--- config.mk ---
export PLATFORM = sky130hd
export DESIGN_NAME = sfp_pin_if
export DESIGN_NICKNAME = d
export VERILOG_FILES = /design/src/sfp_pkg.sv /design/src/sfp_pin_if.sv /design/src/sfp_sync.sv
export SDC_FILE = /design/constraint.sdc
export NUM_CORES = 1
export LEC_CHECK = 0
export BUFFER_PORTS_ARGS = -buffer_cell sky130_fd_sc_hd__buf_2
export CAP_MARGIN = 15
export CORE_UTILIZATION = 40
export CTS_BUF_LIST = sky130_fd_sc_hd__clkbuf_4 sky130_fd_sc_hd__clkbuf_8
export DETAILED_ROUTE_END_ITERATION = 10
export PLACE_DENSITY = 0.68
export REMOVE_ABC_BUFFERS = 1
export SETUP_SLACK_MARGIN = 0.4
export SYNTH_ARGS = -nofsm -noshare
export SYNTH_HDL_FRONTEND = slang
export SYNTH_SLANG_ARGS = --single-unit
--- constraint.sdc ---
create_clock -name mclk -period 1.7 [get_ports mclk]
set_clock_uncertainty 0.05 [all_clocks]
set_input_delay 0.085 -clock mclk [delete_from_list [all_inputs] [get_ports mclk]]
set_output_delay 0.085 -clock mclk [all_outputs]
set_load 0.05 [all_outputs]
--- src/sfp_pkg.sv ---
// Package: constants and types for the serial flash pin interface
package sfp_pkg;
  localparam int SFP_LANES = 4;
  localparam int SFP_BYTE_W = 8;
  localparam logic [2:0] SFP_BIT_TOP = 3'h7;
  localparam logic [2:0] SFP_BIT_ZERO = 3'h0;
  localparam logic [1:0] SFP_DUAL_TOP = 2'h3;
  localparam logic [1:0] SFP_STEP_ZERO = 2'h0;
  localparam logic [7:0] SFP_BYTE_ZERO = 8'h00;
  // Status register field positions
  localparam int SFP_SR_BP0 = 2;
  localparam int SFP_SR_BP3 = 5;
  localparam int SFP_SR_QE = 6;
  localparam int SFP_SR_LOCK = 7;
  localparam logic [7:0] SFP_SR_GUARD_MASK = 8'hFC;
  localparam logic [7:0] SFP_SR_RESET = 8'h00;
  localparam logic SFP_PIN_ROLE_RESET = 1'b0;
  localparam logic SFP_RST_DIS_RESET = 1'b0;
  localparam int SFP_FR_RST_DIS = 0;
  typedef enum logic [1:0] {
    SFP_MODE_SINGLE = 2'h0,
    SFP_MODE_DUAL = 2'h1,
    SFP_MODE_QUAD = 2'h3
  } sfp_mode_t;
  typedef enum logic [1:0] {
    SFP_ST_WAIT_EDGE = 2'h0,
    SFP_ST_IDLE = 2'h1,
    SFP_ST_ACTIVE = 2'h3,
    SFP_ST_PAUSED = 2'h2
  } sfp_state_t;
endpackage

--- src/sfp_pin_if.sv ---
// Pin front end: select, standby, pause, reset, multi-lane shifting, status guard
// Function
// - Deselected: all outputs high impedance
// - Deselected: ignore all serial input
// - Select low exits standby, accepts transfers
// - First instruction needs select falling edge
// - Single mode: sample input on rising edge
// - Single mode: drive output on falling edge
// - Dual/quad: lanes bidirectional, write rise, read fall
// - Lock and guard low reject protected writes
// - Lock clear: status writes always allowed
// - Quad enable disables write protect function
// - Shared pin: pause, reset, or data three
// - Pause suspends without losing partial command
// - Paused and selected: serial output floats
// - Hardware reset low: held reset, outputs float
// - Master avoids reset during internal writes
// - Dedicated variant: shared pin is pause unless quad enabled
// - Function bit zero disables dedicated reset
// - Both clock polarities, rise in, fall out
`timescale 1ns/1ps
module sfp_pin_if
  import sfp_pkg::*;
#(
  parameter bit DEDICATED_RESET = 1'b0
) (
  input wire logic mclk,
  input wire logic rst_b,
  input wire logic serial_clk,
  input wire logic chip_sel_b,
  input wire logic dedicated_reset_b,
  input wire logic [3:0] data_line_in,
  output logic [3:0] data_line_out,
  output logic [3:0] data_line_oe_b,
  input wire sfp_pkg::sfp_mode_t lane_mode,
  input wire logic tx_enable,
  input wire logic [7:0] tx_byte,
  output logic tx_taken,
  output logic [7:0] rx_byte,
  output logic rx_valid,
  output logic selected,
  output logic standby,
  output logic paused,
  output logic hw_reset_active,
  input wire logic busy_internal,
  output logic busy_reset_hit,
  input wire logic status_wr,
  input wire logic [7:0] status_wr_data,
  output logic [7:0] status_reg,
  output logic status_wr_rejected,
  input wire logic pin_role_wr,
  input wire logic pin_role_wr_data,
  output logic pin_role_select_bit,
  input wire logic func_wr,
  input wire logic func_rst_dis_data,
  output logic dedicated_reset_disable
);
  import sfp_pkg::*;

  logic [7:0] sync_q;
  logic sclk_s, cs_b_s, drst_b_s;
  logic [3:0] dl_s;
  // Select and pause pins idle high so a false edge is not seen at start
  sfp_sync #(.WIDTH(8)) u_sync (
    .mclk(mclk),
    .rst_b(rst_b),
    .async_in({serial_clk, chip_sel_b, dedicated_reset_b, 1'b0, data_line_in}),
    .reset_val(8'hEF),
    .sync_out(sync_q)
  );
  assign sclk_s = sync_q[7];
  assign cs_b_s = sync_q[6];
  assign drst_b_s = sync_q[5];
  assign dl_s = sync_q[3:0];

  logic sclk_d, cs_b_d;
  logic [7:0] sr, next_sr;
  logic role, next_role, rdis, next_rdis;
  logic wr_rej, next_wr_rej;
  logic quad_en, lock, guard_low, pause_pin_b, reset_pin_b, hw_rst, pausing;
  logic rise, fall, cs_fall;

  assign quad_en = sr[SFP_SR_QE];
  assign lock = sr[SFP_SR_LOCK];
  // Guard level only counts while lane two is not data
  assign guard_low = !quad_en && !dl_s[2];
  always_comb begin
    pause_pin_b = 1'b1;
    reset_pin_b = 1'b1;
    if (!quad_en) begin
      if (DEDICATED_RESET || !role) begin
        pause_pin_b = dl_s[3];
      end else begin
        reset_pin_b = dl_s[3];
      end
    end
  end
  // Reset pin on dedicated variants, unless disabled
  assign hw_rst = !reset_pin_b || (DEDICATED_RESET && !rdis && !drst_b_s);
  assign pausing = !pause_pin_b && !cs_b_s;
  assign rise = sclk_s && !sclk_d && !pausing;
  assign fall = !sclk_s && sclk_d && !pausing;
  assign cs_fall = cs_b_d && !cs_b_s;

  // Status and configuration bits
  always_comb begin
    next_sr = sr;
    next_role = role;
    next_rdis = rdis;
    next_wr_rej = 1'b0;
    if (status_wr) begin
      if (lock && guard_low) begin
        next_sr = (sr & SFP_SR_GUARD_MASK) | (status_wr_data & ~SFP_SR_GUARD_MASK);
        next_wr_rej = 1'b1;
      end else begin
        next_sr = status_wr_data;
      end
    end
    if (pin_role_wr) begin
      next_role = pin_role_wr_data;
    end
    if (func_wr && func_rst_dis_data) begin
      next_rdis = 1'b1;
    end
  end
  always_ff @(posedge mclk or negedge rst_b) begin
    if (!rst_b) begin
      sr <= SFP_SR_RESET;
      role <= SFP_PIN_ROLE_RESET;
      rdis <= SFP_RST_DIS_RESET;
      wr_rej <= 1'b0;
    end else begin
      sr <= next_sr;
      role <= next_role;
      rdis <= next_rdis;
      wr_rej <= next_wr_rej;
    end
  end

  // Link state and shifting
  sfp_state_t st, next_st;
  logic [7:0] rx_sh, next_rx_sh, rx_q, next_rx_q, tx_sh, next_tx_sh;
  logic [2:0] cnt, next_cnt;
  logic [1:0] tcnt, next_tcnt;
  logic rxv, next_rxv, txt, next_txt;
  logic [3:0] dout, next_dout, doe_b, next_doe_b;
  logic [2:0] step;
  logic [2:0] last;

  always_comb begin
    case (lane_mode)
      SFP_MODE_DUAL: begin
        step = 3'h2;
        last = 3'h6;
      end
      SFP_MODE_QUAD: begin
        step = 3'h4;
        last = 3'h4;
      end
      default: begin
        step = 3'h1;
        last = SFP_BIT_TOP;
      end
    endcase
  end

  always_comb begin
    next_st = st;
    next_rx_sh = rx_sh;
    next_rx_q = rx_q;
    next_tx_sh = tx_sh;
    next_cnt = cnt;
    next_tcnt = tcnt;
    next_rxv = 1'b0;
    next_txt = 1'b0;
    next_dout = dout;
    next_doe_b = doe_b;
    case (st)
      SFP_ST_WAIT_EDGE: begin
        if (cs_fall) begin
          next_st = SFP_ST_ACTIVE;
        end
      end
      SFP_ST_IDLE: begin
        if (!cs_b_s) begin
          next_st = SFP_ST_ACTIVE;
        end
      end
      SFP_ST_ACTIVE: begin
        if (pausing) begin
          next_st = SFP_ST_PAUSED;
          next_doe_b = 4'hF;
        end else if (rise) begin
          case (lane_mode)
            SFP_MODE_DUAL: next_rx_sh = {rx_sh[5:0], dl_s[1:0]};
            SFP_MODE_QUAD: next_rx_sh = {rx_sh[3:0], dl_s};
            default: next_rx_sh = {rx_sh[6:0], dl_s[0]};
          endcase
          if (cnt >= last) begin
            next_cnt = SFP_BIT_ZERO;
            next_rx_q = next_rx_sh;
            next_rxv = 1'b1;
          end else begin
            next_cnt = cnt + step;
          end
        end else if (fall) begin
          if (!tx_enable) begin
            next_doe_b = 4'hF;
          end else begin
            case (lane_mode)
              SFP_MODE_DUAL: begin
                next_dout = {2'b00, tx_sh[7:6]};
                next_doe_b = 4'hC;
                next_tx_sh = {tx_sh[5:0], 2'b00};
              end
              SFP_MODE_QUAD: begin
                next_dout = tx_sh[7:4];
                next_doe_b = 4'h0;
                next_tx_sh = {tx_sh[3:0], 4'h0};
              end
              default: begin
                next_dout = {2'b00, tx_sh[7], 1'b0};
                next_doe_b = 4'hD;
                next_tx_sh = {tx_sh[6:0], 1'b0};
              end
            endcase
            if (tcnt == SFP_STEP_ZERO || (lane_mode == SFP_MODE_SINGLE && tcnt == SFP_DUAL_TOP)) begin
              next_txt = 1'b1;
            end
            next_tcnt = tcnt + 2'h1;
          end
        end
      end
      SFP_ST_PAUSED: begin
        // Shift state kept so the command resumes where it stopped
        if (!pausing) begin
          next_st = SFP_ST_ACTIVE;
        end
      end
      default: next_st = SFP_ST_WAIT_EDGE;
    endcase
    // Loading after each fall at tcnt zero (once a byte in dual, every other byte in quad); single mode also at tcnt three
    if (tx_enable && txt) begin
      next_tx_sh = tx_byte;
    end
    if (cs_b_s && st != SFP_ST_WAIT_EDGE) begin
      next_st = SFP_ST_IDLE;
      next_cnt = SFP_BIT_ZERO;
      next_tcnt = SFP_STEP_ZERO;
      next_rx_sh = SFP_BYTE_ZERO;
      next_tx_sh = tx_byte;
      next_doe_b = 4'hF;
    end
    if (hw_rst) begin
      next_st = SFP_ST_WAIT_EDGE;
      next_cnt = SFP_BIT_ZERO;
      next_tcnt = SFP_STEP_ZERO;
      next_rx_sh = SFP_BYTE_ZERO;
      next_doe_b = 4'hF;
    end
  end
  always_ff @(posedge mclk or negedge rst_b) begin
    if (!rst_b) begin
      st <= SFP_ST_WAIT_EDGE;
      rx_sh <= SFP_BYTE_ZERO;
      rx_q <= SFP_BYTE_ZERO;
      tx_sh <= SFP_BYTE_ZERO;
      cnt <= SFP_BIT_ZERO;
      tcnt <= SFP_STEP_ZERO;
      rxv <= 1'b0;
      txt <= 1'b0;
      dout <= 4'h0;
      doe_b <= 4'hF;
      sclk_d <= 1'b0;
      cs_b_d <= 1'b1;
    end else begin
      st <= next_st;
      rx_sh <= next_rx_sh;
      rx_q <= next_rx_q;
      tx_sh <= next_tx_sh;
      cnt <= next_cnt;
      tcnt <= next_tcnt;
      rxv <= next_rxv;
      txt <= next_txt;
      dout <= next_dout;
      doe_b <= next_doe_b;
      sclk_d <= sclk_s;
      cs_b_d <= cs_b_s;
    end
  end

  // Status flags, all registered
  logic sel_q, stby_q, pau_q, hwr_q, bhit_q;
  always_ff @(posedge mclk or negedge rst_b) begin
    if (!rst_b) begin
      sel_q <= 1'b0;
      stby_q <= 1'b1;
      pau_q <= 1'b0;
      hwr_q <= 1'b0;
      bhit_q <= 1'b0;
    end else begin
      sel_q <= (st == SFP_ST_ACTIVE) || (st == SFP_ST_PAUSED);
      stby_q <= cs_b_s;
      pau_q <= (st == SFP_ST_PAUSED);
      hwr_q <= hw_rst;
      bhit_q <= hw_rst && busy_internal;
    end
  end

  assign data_line_out = dout;
  assign data_line_oe_b = doe_b;
  assign tx_taken = txt;
  assign rx_byte = rx_q;
  assign rx_valid = rxv;
  assign selected = sel_q;
  assign standby = stby_q;
  assign paused = pau_q;
  assign hw_reset_active = hwr_q;
  assign busy_reset_hit = bhit_q;
  assign status_reg = sr;
  assign status_wr_rejected = wr_rej;
  assign pin_role_select_bit = role;
  assign dedicated_reset_disable = rdis;
endmodule

--- src/sfp_sync.sv ---
// Two-flop synchroniser bank for pin inputs
`timescale 1ns/1ps
module sfp_sync #(
  parameter int WIDTH = 1
) (
  input wire logic mclk,
  input wire logic rst_b,
  input wire logic [WIDTH-1:0] async_in,
  input wire logic [WIDTH-1:0] reset_val,
  output logic [WIDTH-1:0] sync_out
);
  logic [WIDTH-1:0] stage1;
  logic [WIDTH-1:0] stage2;
  genvar gi;
  generate
    for (gi = 0; gi < WIDTH; gi = gi + 1) begin : g_bit
      always_ff @(posedge mclk or negedge rst_b) begin
        if (!rst_b) begin
          stage1[gi] <= 1'b0;
          stage2[gi] <= 1'b0;
        end else begin
          stage1[gi] <= async_in[gi];
          stage2[gi] <= stage1[gi];
        end
      end
    end
  endgenerate
  // Reset value is applied combinationally only until the first samples land
  logic primed;
  logic primed2;
  always_ff @(posedge mclk or negedge rst_b) begin
    if (!rst_b) begin
      primed <= 1'b0;
      primed2 <= 1'b0;
    end else begin
      primed <= 1'b1;
      primed2 <= primed;
    end
  end
  assign sync_out = primed2 ? stage2 : reset_val;
endmodule

==> results.md, run 1 <==
- The commonest register cell after synthesis is sky130_fd_sc_hd__dfrtp_1.
- The wire length after detailed routing is between 8000 and 9000 um.
- The clock network fraction of design power is 31.8%.
- The layout cell share with drive strength beyond 1 is 47.4%.
- The kind of end point of the critical path is a register.
- The max-slew violation count is 0.
- Synthesis instantiated 44 different standard cells from the library.
- Setup repair after global routing could not meet its margin everywhere.
- The flow ran to the end, but the final reports show violations.
- Of all nets on the critical path, the largest fanout is 2.
- In this run the deepest clock path goes through 2 buffers.
- The sequential fraction of design power is 42.9%.
- For hold timing, the worst endpoint is tx_sh[0]$_DFFE_PN0P_.
- In the routed layout, each cell is associated on average with a via count of ~5.
- Relative to the synthesized area, the layout overhead comes to 59.2%.
- The number of antenna violations at the first check in global routing was 0.
- Dividing the synthesized area by the synthesized cell count gives 11.5 um2.
- The tightest min-delay check is of the primary input to register type.
- The count of standard-cell rows is 31.
- The end of the worst register-to-register path is cnt[2]$_DFFE_PN0P_.
- The fraction of power spent switching nets is 32.6%.
- For the worst setup path, the data required time is slightly below 2 ns.
- The cell type contributing the most total cell area after synthesis is sky130_fd_sc_hd__dfrtp_1.
- Power spread over the standard cell area amounts to 905 nW/um2.
- The hold violation total from the final report is 0.
- Before antenna repair, the detailed router went through 4 iterations.
- The area enclosed by the die boundary is 8010 um2.
- For this run, the top clock speed supported by timing is 533 MHz.
- The total overflow left after global routing is 0.
- Clock latency on the worst-skew pair, taken at its later pin, is 0.35 ns.
- The pin count of the biggest net entering global routing is 71.
- The filler cells instantiated in the layout total between 500 and 600.
- Synthesis inferred 70 register bits.
- The internal power is 2.97 mW.
- The global-route wire length before repair is between 10000 and 15000 um.
- The analysis attributes to cell leakage a power of ~2.3 nW.
- Summed over all nets, the switching power comes to 1.44 mW.
- The worst hold path passes through 5 cells.
- The total of max-cap violations is 0.
- The number of violations reported at the end of detailed-routing iteration 0 is 173.
- The largest family of logic cells by synthesized area is multiplexers.
- The via total after detailed routing is 2565.
- The root buffer selected by CTS is sky130_fd_sc_hd__clkbuf_8.
- Counting cells, the worst reg-to-reg path comes to 6.
- The worst-case setup margin in the final layout is -0.175 ns.
- For the final routed database, the setup TNS stands at -2.12 ns.
- The register cell area after layout is 1760 um2.
- The fraction of the mapped netlist area in adder cells is 2.70%.
- Of the total power, combinational logic draws 25.3%.
- The startpoint of the lowest-slack hold path is tx_enable.
- The remaining antenna violation count after routing is 0.
- The number of buffers inserted during clock tree synthesis is 9.
- The die is 89.5 um wide.
- After synthesis, the share of flip-flops with an asynchronous set or reset is 100%.
- The synthesized design devotes to its leading area cell type 53.9% of total area.
- Input and output buffers added on the ports amount to 66.
- The area of combinational cells with multiple inputs is 1470 um2.
- Sequential elements use between 50% and 60% of the synthesized area.
- The worst register-to-register path begins at cnt[0]$_DFFE_PN0P_.
- The total half-perimeter wirelength after legalization and detailed placement is 4450 um.
- The cell area that synthesis handed to floorplanning was around 3000 um2.
- Setup slack on the worst reg-to-reg path comes out at -0.17 ns.
- Global routing used 21.5% of the available tracks across all layers.
- Data on the critical path arrives at its endpoint at 2.11 ns.
- The core region is 7330 um2.
- Summing the areas of all compound-gate instances in the mapped netlist gives 9.76% of the synthesized area.
- The shortest clock period the worst path allows after layout is 1.87 ns.
- In this run the number of H-tree levels came out at 3.
- The die is 89.5 um tall.
- After Yosys synthesis, and, or, nand and nor cells account for 12.1% of the synthesized area.
- The number of sinks driven by the clock tree is 70.
- The number of flops mapped to enable cells by yosys is 0.
- The warning count from the yosys run is 0.
- Once placement completed, the tool counted placed cells totaling 450.
- The repair_antennas step left the layout with diodes totalling 0.
- The final reports fail on setup timing.
- Once layout is complete, the cells apart from fillers number 515.
- In the final routed layout, each cell accounts on average for 16.5 um.
- The critical path is of the register to register type.
- The final worst-path cycle share is 110%.
- The via count of the first global-routing pass was 2607.
- At the end of routability-driven placement, the weighted congestion stood at 0.766.
- The final layout net count is 451.
- After synthesis, the cell types taking the most area are sky130_fd_sc_hd__dfrtp_1, sky130_fd_sc_hd__mux2i_1, sky130_fd_sc_hd__mux2_2.
- During I/O placement, the number of pins put on the boundary was 68.
- Clock-pin slew was measured on the worst setup and hold paths at 0.09 ns.
- The maximum ir drop on the vdd rail is 0.000812 V.
- The effective utilization at floorplan is 41.8%.
- The CTS tree is done.
- After detailed routing, the number of remaining DRC violations is 0.
- The share of the synthesized netlist area taken by xor and xnor gates is 0.572%.
- Setup violations remaining at the end of the flow were counted as 33.
- The cell count after synthesis is 267.
- The critical path startpoint category is a register.
- Multiplexer cells account for 12.6% of the synthesized area.
-- cell usage in the layout (no fill, tap or decap), drive strengths merged, types with 5 or more instances in the layout --
cell	instances
o2bb2ai	7
a21oi	14
mux2	12
dlygate4sd3	29
nand2	15
mux2i	25
nor2	20
o21ai	13
inv	26
dfrtp	66
nor2b	7
buf	115
nand3b	8
clkbuf	11
ha	5
-- critical path, stage by stage (launching register included) --
cell and delay, ns:
sky130_fd_sc_hd__dfrtp_1 0.37, sky130_fd_sc_hd__ha_2 0.19, sky130_fd_sc_hd__inv_2 0.04, sky130_fd_sc_hd__fa_2 0.35, sky130_fd_sc_hd__xnor2_2 0.22, sky130_fd_sc_hd__or4b_4 0.49
sky130_fd_sc_hd__nand3b_1 0.11
-- synthesized netlist by cell type, types with 2 or more instances --
| cell | number |
|---|---|
| sky130_fd_sc_hd__dfrtp_1 | 66 |
| sky130_fd_sc_hd__mux2i_1 | 25 |
| sky130_fd_sc_hd__inv_1 | 22 |
| sky130_fd_sc_hd__nor2_1 | 20 |
| sky130_fd_sc_hd__nand2_1 | 15 |
| sky130_fd_sc_hd__a21oi_1 | 13 |
| sky130_fd_sc_hd__mux2_2 | 12 |
| sky130_fd_sc_hd__o21ai_0 | 12 |
| sky130_fd_sc_hd__nand3b_1 | 8 |
| sky130_fd_sc_hd__nor2b_1 | 7 |
| sky130_fd_sc_hd__o2bb2ai_1 | 7 |
| sky130_fd_sc_hd__clkbuf_1 | 6 |
| sky130_fd_sc_hd__ha_1 | 5 |
| sky130_fd_sc_hd__buf_2 | 4 |
| sky130_fd_sc_hd__dfstp_2 | 4 |
| sky130_fd_sc_hd__nor3_1 | 4 |
| sky130_fd_sc_hd__nand2b_1 | 3 |
| sky130_fd_sc_hd__nand3_1 | 3 |
| sky130_fd_sc_hd__a211oi_1 | 2 |
| sky130_fd_sc_hd__buf_4 | 2 |
| sky130_fd_sc_hd__nor3b_1 | 2 |
| sky130_fd_sc_hd__o32a_1 | 2 |
| sky130_fd_sc_hd__xnor2_1 | 2 |
-- worst max path at each step --
stage	start	to
2_1_floorplan	pin_role_select_bit$_DFFE_PN0P_	tx_sh[1]$_DFFE_PN0P_
3_3_place_gp	cnt[0]$_DFFE_PN0P_	cnt[2]$_DFFE_PN0P_
3_5_place_dp	cnt[0]$_DFFE_PN0P_	cnt[2]$_DFFE_PN0P_
4_1_cts	cnt[0]$_DFFE_PN0P_	cnt[2]$_DFFE_PN0P_
5_1_grt	cnt[0]$_DFFE_PN0P_	cnt[2]$_DFFE_PN0P_
6_report	cnt[0]$_DFFE_PN0P_	cnt[2]$_DFFE_PN0P_
-- power by group through the flow --
stage	sequential (mW)	clock (mW)	combinational [mW]
floorplan	2.14	0	0.262
global placement	1.91	0	0.789
detailed placement	1.91	0	0.807
CTS	1.89	1.43	1.03
global route	1.91	1.50	1.19
finish	1.89	1.41	1.11
-- routing by layer --
metal	wire length, um	vias up	global-route usage (%)
met1	3620	1275	27.6
met3	342	17	4.43
li1	-	1206	-
met4	159	0	8.37
met2	4400	67	35.7
met5	0	-	0
-- stage by stage --
| step | utilization (%) | setup WS, ns | power [mW] | hold slack [ns] | instance area [um2] |
|---|---|---|---|---|---|
| final | 66.5 | -0.175 | 4.41 | 0.190 | 4870 |
| after global routing | 66.5 | -0.248 | 4.60 | 0.217 | 4870 |
| after CTS | 64.1 | -0.106 | 4.34 | 0.116 | 4700 |
| after detailed placement | 50.7 | -0.268 | 2.72 | 0.0931 | 3720 |
| after global placement | 50.7 | -0.170 | 2.70 | 0.0858 | 3720 |
| after floorplan | - | -1.16 | 2.40 | -0.261 | 3000 |
-- logic make-up (layout without fill, tap and decap cells) --
group	Yosys count	in the layout
AOI/OAI and AO/OA	46	46
xor gates and xnor gates	2	2
adders and majority gates	6	6
buffers and inverters	36	185
DFF	70	70
muxes	37	37
other	1	1
and+or+nand+nor	69	69
-- area by class of cell --
class,instances,share of cell area (%)
clock buffer,9,2.54
timing repair buffer,146,25.2
sequential,70,36.1
tap,99,2.54
inverter,23,1.82
clock inverter,7,1.67
multi-input combinational,161,30.2
-- repair_timing --
action / CTS / global route
pin swaps: 14 / 14
buffers inserted: 12 / 4
endpoints found under the setup margin: 45 / 47
hold endpoints to repair: 92 / 0
gates cloned: 4 / 0
gates resized for setup: 80 / 32
hold buffers: 29 / 0
Power figures use the tool's default switching activity.
==> inputs of run 2 (changes only) <==
- CORE_UTILIZATION: 40 -> 50
- PLACE_DENSITY: 0.68 -> 0.81
==> results.md, run 2 (synthesized netlist as in run 1, its figures left out) <==
- The flow ran to the end, but the final reports show violations.
- The final reports fail on setup timing.
- In this run the number of H-tree levels came out at 3.
- The relative area change from synthesis to final layout is 48.4%.
- The power density normalized to cell area is slightly above 900 nW/um2.
- The pin count of the biggest net entering global routing is 71.
- Setup repair after global routing could not meet its margin everywhere.
- At the placement stage, the worst setup path has a slack of -0.228 ns.
- The sum of buffers and inverters on the critical path is 1.
- The wire length after detailed routing is between 7000 and 8000 um.
- The path class of the tightest hold or removal check is primary input to register.
- The critical path goes through ha_2 > inv_2 > fa_2 > xnor2_2 > or4b_4 > nand3b_1.
- At the worst endpoint, the required time is 1.93 ns.
- The critical path startpoint category is a register.
- The area enclosed by the die boundary is between 6000 and 7000 um2.
- The register cell area after layout is 1760 um2.
- The number of antenna violations at the first check in global routing was 0.
- The total global-route track usage is 24.2%.
- The boundary pin count is 68.
- Leaving out fill and tap cells, the most frequent cell in the layout is sky130_fd_sc_hd__dfrtp_1.
- The final layout net count is 437.
- The fill cell total of the finished layout is 366.
- The sequential fraction of design power is 45.9%.
- The analysis attributes to net switching a power of 1.32 mW.
- The layout cell share with drive strength beyond 1 is 43.8%.
- The HPWL after detailed placement is 4380 um.
- Dividing the detail-routed wire length by the instance count gives 16.4 um.
- The hold violation total from the final report came to 0.
- CTS saw 70 sinks.
- The worst-case reg-to-reg path depth is 6.
- The clock network fraction of design power is a little under a third.
- The startpoint of the lowest-slack hold path is lane_mode[1].
- The via count of the first global-routing pass was 2547.
- The region available for standard cell placement spans 5920 um2.
- The number of violations reported at the end of detailed-routing iteration 0 is 120.
- The die is 80.3 um tall.
- The first global-routing pass estimated between 10000 and 15000 um of wire.
- The multi-input combinational cells in the finished layout cover a total of between 1000 and 1500 um2.
- After clock tree synthesis, the clock-pin slew on the worst setup and hold paths is around 0.070 ns.
- The fraction of power spent switching nets is 31.6%.
- In this run, CTS created clock tree buffers numbering 9.
- Across the VDD grid, the largest voltage drop is 0.000716 V.
- Leaving out fill and tap cells, the most frequent cells in the layout are sky130_fd_sc_hd__dfrtp_1, sky130_fd_sc_hd__buf_2, sky130_fd_sc_hd__dlygate4sd3_1.
- The worst-case setup margin in the final layout is -0.197 ns.
- The max-slew violation count is 0.
- Counting buffers and inverters, the worst setup path is 6 cells deep.
- The static leakage is 2.19 nW.
- The shortest clock period the worst path allows after layout is 1.90 ns.
- Along the worst hold path, the cell count comes to 4.
- Along the worst path, the maximum fanout reaches 3.
- The critical path in this run is classified as register to register.
- The CTS tree is done.
- Data on the critical path arrives at its endpoint at 2.12 ns.
- The maximum operating frequency is 527 MHz.
- The remaining antenna violation count after routing is 0.
- The final standard cell utilization of the core is about three quarters.
- The timing startpoint of the critical path is cnt[0]$_DFFE_PN0P_.
- The count of port buffers added during placement is between 60 and 70.
- The tool flagged a number of max-cap violations equal to 0.
- For this configuration, the core starts out at a cell density of 51.7%.
- The via total after detailed routing is 2508.
- The diode insertion count for antenna repair is 0.
- In the routed design, unresolved DRC markers number 0.
- For this run the aggregate overflow at the end of global routing stands at 0.
- The cell family with the largest share of critical-path delay is simple AND/OR/NAND/NOR gates.
- The via count normalized by instance count is 5.26.
- For the worst-skew pair, the clock arrives at the later sink with an insertion delay of 0.35 ns.
- After floorplanning, the core was divided into 28 placement rows.
- The tree is rooted in a sky130_fd_sc_hd__clkbuf_8.
- The kind of end point of the critical path is a register.
- The first detailed-routing pass took 4 iterations.
- Internal power comes to between 2 and 3 mW.
- Combinational logic is responsible for between 20% and 30% of the overall power.
- The die is 80.3 um wide.
- At the end of routability-driven placement, the weighted congestion stood at 0.888.
- The maximum buffer depth of the clock tree is 2.
- The largest stage delay on the critical path is 0.47 ns.
- The largest individual stage delay along the critical path comes from the cell sky130_fd_sc_hd__or4b_4.
- In the finished design, the share of the clock period the worst path needs comes to 112%.
- In this run the critical register-to-register path is launched from cnt[0]$_DFFE_PN0P_.
- The setup violation total in the final timing report is 20.
run 2: power groups by stage:
stage                     clock, mW  sequential [mW]  combinational [mW]
final                          1.25             1.92                1.00
after global routing           1.33             1.93                1.08
after CTS                      1.25             1.90               0.912
after detailed placement          0             1.92               0.787
after global placement            0             1.91               0.767
after floorplan                   0             2.14               0.262
run 2: per-stage QoR:
| stage | TNS, ns | hold WS (ns) | area [um2] | power (mW) | instances |
|---|---|---|---|---|---|
| after floorplan | -19.95 | -0.261 | 3000 | 2.40 | 254 |
| after global placement | -0.279 | 0.0817 | 3660 | 2.68 | 422 |
| after detailed placement | -1.10 | 0.0857 | 3660 | 2.71 | 422 |
| after CTS | -0.333 | 0.176 | 4320 | 4.06 | 472 |
| after global routing | -2.30 | 0.201 | 4550 | 4.34 | 477 |
| final | -0.787 | 0.192 | 4550 | 4.17 | 477 |
run 2: timing repair:
item / 4_1_cts / 5_1_grt
endpoints found under the setup margin: 45 / 47
endpoints found under the hold margin: 92 / 0
hold buffers: 29 / 0
gates cloned: 0 / 1
pin swaps: 5 / 8
setup buffers: 5 / 4
gates resized for setup: 45 / 37
run 2: cell type report:
type	instances	share of cell area (%)
inverters	23	1.90
flip-flops and latches	70	38.7
clock inverters	2	0.220
clock buffers	14	3.69
well taps	75	2.06
repair buffers	132	22.3
multi-input cells	161	31.1
run 2: tightest hold or removal path, cell delays in order:
cell and delay, ns:
sky130_fd_sc_hd__buf_2 0.09, sky130_fd_sc_hd__nand2_1 0.07, sky130_fd_sc_hd__buf_4 0.17, sky130_fd_sc_hd__o32a_1 0.15
run 2: worst paths after layout:
check                                                  endpoint  slack [ns]
min in group asynchronous       pin_role_select_bit$_DFFE_PN0P_        0.23
worst min-delay path              data_line_oe_b[2]$_DFFE_PN1P_        0.19
worst min register to register       u_sync.stage2[1]$_DFF_PN0_        0.29
max in group asynchronous         data_line_oe_b[0]$_DFFE_PN1P_        1.04
worst max-delay path                         cnt[2]$_DFFE_PN0P_       -0.20
worst max register to register               cnt[2]$_DFFE_PN0P_       -0.20
run 2: metal layers:
layer / share of wire [%] / track usage [%] / vias up
met1: 41 / 28.2 / 1254
met4: 1.7 / 14.1 / 0
met3: 3.7 / 4.43 / 15
met5: 0 / 0 / -
li1: - / - / 1170
met2: 54 / 41.5 / 69
==> inputs of run 3 (changes only) <==
- CORE_ASPECT_RATIO: unset -> 2
==> results.md, run 3 (synthesized netlist as in run 1, its figures left out) <==
- The effective utilization at floorplan is 51.4%.
- The worst register-to-register path ends at cnt[2]$_DFFE_PN0P_.
- The critical path startpoint category is a register.
- The tree built by TritonCTS fans out to 70 sinks.
- The cell with the largest stage delay on the worst path is sky130_fd_sc_hd__or4b_4.
- The die covers 6460 um2.
- The maximum buffer depth of the clock tree is 2.
- The last weighted congestion value of the routability-driven placer is 0.849.
- The path class of the tightest hold or removal check is primary input to async pin.
- The global-route wire length before repair is 13600 um.
- The wire length after detailed routing is approximately 9200 um.
- The boundary pin count is between 60 and 70.
- The max-slew violation count is 0.
- The library cells used most frequently in the layout, excluding fill and tap cells, are sky130_fd_sc_hd__dfrtp_1, sky130_fd_sc_hd__buf_2, sky130_fd_sc_hd__buf_4.
- The power density normalized to cell area is slightly below 900 nW/um2.
- The routed design could run at a clock period as short as 1.83 ns.
- The total overflow left after global routing is 0.
- Setup repair after global routing could not meet its margin everywhere.
- For this run, the post-layout net count is around 450.
- Max-cap violations in this run came to 0.
- Entering global routing, the biggest net connects 29 pins.
- After filler insertion, the fill cell instance count of the layout stands at 318.
- The clock-pin slew on the worst setup and hold paths is about 0.08 ns.
- The number of antenna violations at the first check in global routing is 0.
- For this run, the top clock speed supported by timing is 545 MHz.
- The CTS tree is done.
- The worst register-to-register path has a depth of 6.
- Across all setup checks in the final design, the least slack found is -0.134 ns.
- For this run, design rule violations remaining after detail routing come to 1.
- The remaining antenna violation count after routing is 0.
- The worst slew slack as a fraction of its limit is 66.8%.
- The largest stage delay on the critical path is 0.47 ns.
- The relative area change from synthesis to final layout is 55.2%.
- The via count of the first global-routing pass is 2840.
- The H-tree was split into 3 levels.
- Buffers inserted during clock tree synthesis total 9.
- The cell family with the largest share of critical-path delay is simple AND/OR/NAND/NOR gates.
- The worst-case IR drop observed on VDD is 0.000872 V.
- The final reports fail on DRC, setup timing.
- The run finished, with violations left.
- The worst setup path is captured at a register.
- The chip width is 57.3 um.
- The endpoint required time on the critical path is 1.95 ns.
- The data arrival at the endpoint of the critical path is around 2.1 ns.
- At the pin with the least slew margin, the transition time is 0.493 ns.
- Summed over all nets, the half-perimeter wirelength after detailed placement is 4810 um.
- The worst setup path is of the register to register kind.
- The reg-to-reg critical path startpoint is cnt[0]$_DFFE_PN0P_.
- Buffers placed on the I/O ports in this run total 66.
- The later pin in the worst-skew pair is clocked with a latency of 0.36 ns.
- The worst-case register-to-register setup slack is -0.13 ns.
- The critical path goes through ha_1 > inv_1 > fa_2 > xnor2_2 > or4b_4 > nand3b_1.
- The setup violation total in the final timing report is 27.
- The sum of buffers and inverters on the critical path is 1.
- The static leakage is about 2.3 nW.
- The via total after detailed routing is around 2.7k.
- The post-route netlist has about 46% of its cells at a drive strength greater than 1.
- The length of the first detailed-routing pass in iterations is 7.
- The post-route standard cell area excluding fillers is 4750 um2.
- The tightest hold path in the finished design has a slack of approximately 0.13 ns.
- The number of cells in the finished layout apart from fillers is 474.
- The area inside the core boundary is 5960 um2.
- The number of violations reported at the end of detailed-routing iteration 0 is approximately 180.
- In the final routed layout, each cell accounts on average for 19.4 um.
- The commonest non-fill, non-tap cell in the layout is sky130_fd_sc_hd__dfrtp_1.
- The count of standard-cell rows is 40.
- CTS placed an instance of sky130_fd_sc_hd__clkbuf_8 at the clock tree root.
- The hold violation total from the final report is 0.
- In this run the worst path has a maximum fanout of 3.
- In this run, placement finished with an instance count of 414.
- The total global-route track usage is 28.5%.
- The diode insertion count for antenna repair is 0.
- Once layout is complete, the utilization of the core stands at 79.8%.
- The height of the die is 113 um.
- The final worst-path cycle share is 108%.
- The placed instances occupy a cell area of 3670 um2.
- The via count normalized by instance count is 5.62.
- The overall power is 4.26 mW.
==> run 3: cell types whose count changed in the layout (fill, tap and decap cells not counted), moves of 3 or more <==
cell | previous run | this run
sky130_fd_sc_hd__inv_6 | 0 | 3
sky130_fd_sc_hd__clkbuf_4 | 6 | 2
sky130_fd_sc_hd__nor2b_4 | 1 | 4
sky130_fd_sc_hd__buf_4 | 21 | 30
==> run 3: power breakdown <==
| part | switching (mW) | total, mW | internal [mW] |
|---|---|---|---|
| Clock | 0.692 | 1.24 | 0.546 |
| Sequential | 0.121 | 1.92 | 1.80 |
| Combinational | 0.638 | 1.10 | 0.460 |
| Total | 1.45 | 4.26 | 2.80 |
==> run 3: timing repair <==
action | in CTS | in global routing
gates resized for setup | 77 | 29
endpoints found under the hold margin | 95 | 0
setup buffers | 8 | 5
hold buffers | 29 | 0
setup endpoints to repair | 47 | 48
cloned | 2 | 0
pin swaps | 15 | 8
==> run 3: how the worst max path moves through the flow <==
stage	endpoint	depth (start not counted)	startpoint	slack, ns
final	cnt[2]$_DFFE_PN0P_	6	cnt[0]$_DFFE_PN0P_	-0.13
after global routing	cnt[2]$_DFFE_PN0P_	6	cnt[0]$_DFFE_PN0P_	-0.22
after global placement	cnt[2]$_DFFE_PN0P_	6	cnt[0]$_DFFE_PN0P_	-0.15
after detailed placement	cnt[2]$_DFFE_PN0P_	6	cnt[0]$_DFFE_PN0P_	-0.23
after floorplan	tx_sh[1]$_DFFE_PN0P_	4	pin_role_select_bit$_DFFE_PN0P_	-1.16
after CTS	cnt[2]$_DFFE_PN0P_	5	u_sync.stage2[6]$_DFF_PN0_	-0.06
==> run 3: per-stage QoR <==
step	setup TNS (ns)	setup WS, ns
floorplan	-19.95	-1.16
global placement	-0.566	-0.154
detailed placement	-1.95	-0.225
CTS	-0.0710	-0.0551
global route	-2.56	-0.219
finish	-1.05	-0.134
==> run 3: layout make-up <==
| type | count | area (um2) | share of cell area (%) |
|---|---|---|---|
| sequential | 70 | 1760 | 37.0 |
| tap | 63 | 78.8 | 1.66 |
| inverter | 23 | 86.3 | 1.82 |
| multi-input combinational | 161 | 1530 | 32.1 |
| clock inverter | 7 | 56.3 | 1.18 |
| clock buffer | 9 | 124 | 2.61 |
| timing repair buffer | 141 | 1120 | 23.6 |
==> run 3: metal layers <==
layer,global-route usage [%],wire (um)
met1,31.8,3310
met2,48.8,5170
met3,6.68,412
met4,15.0,331
met5,0,0
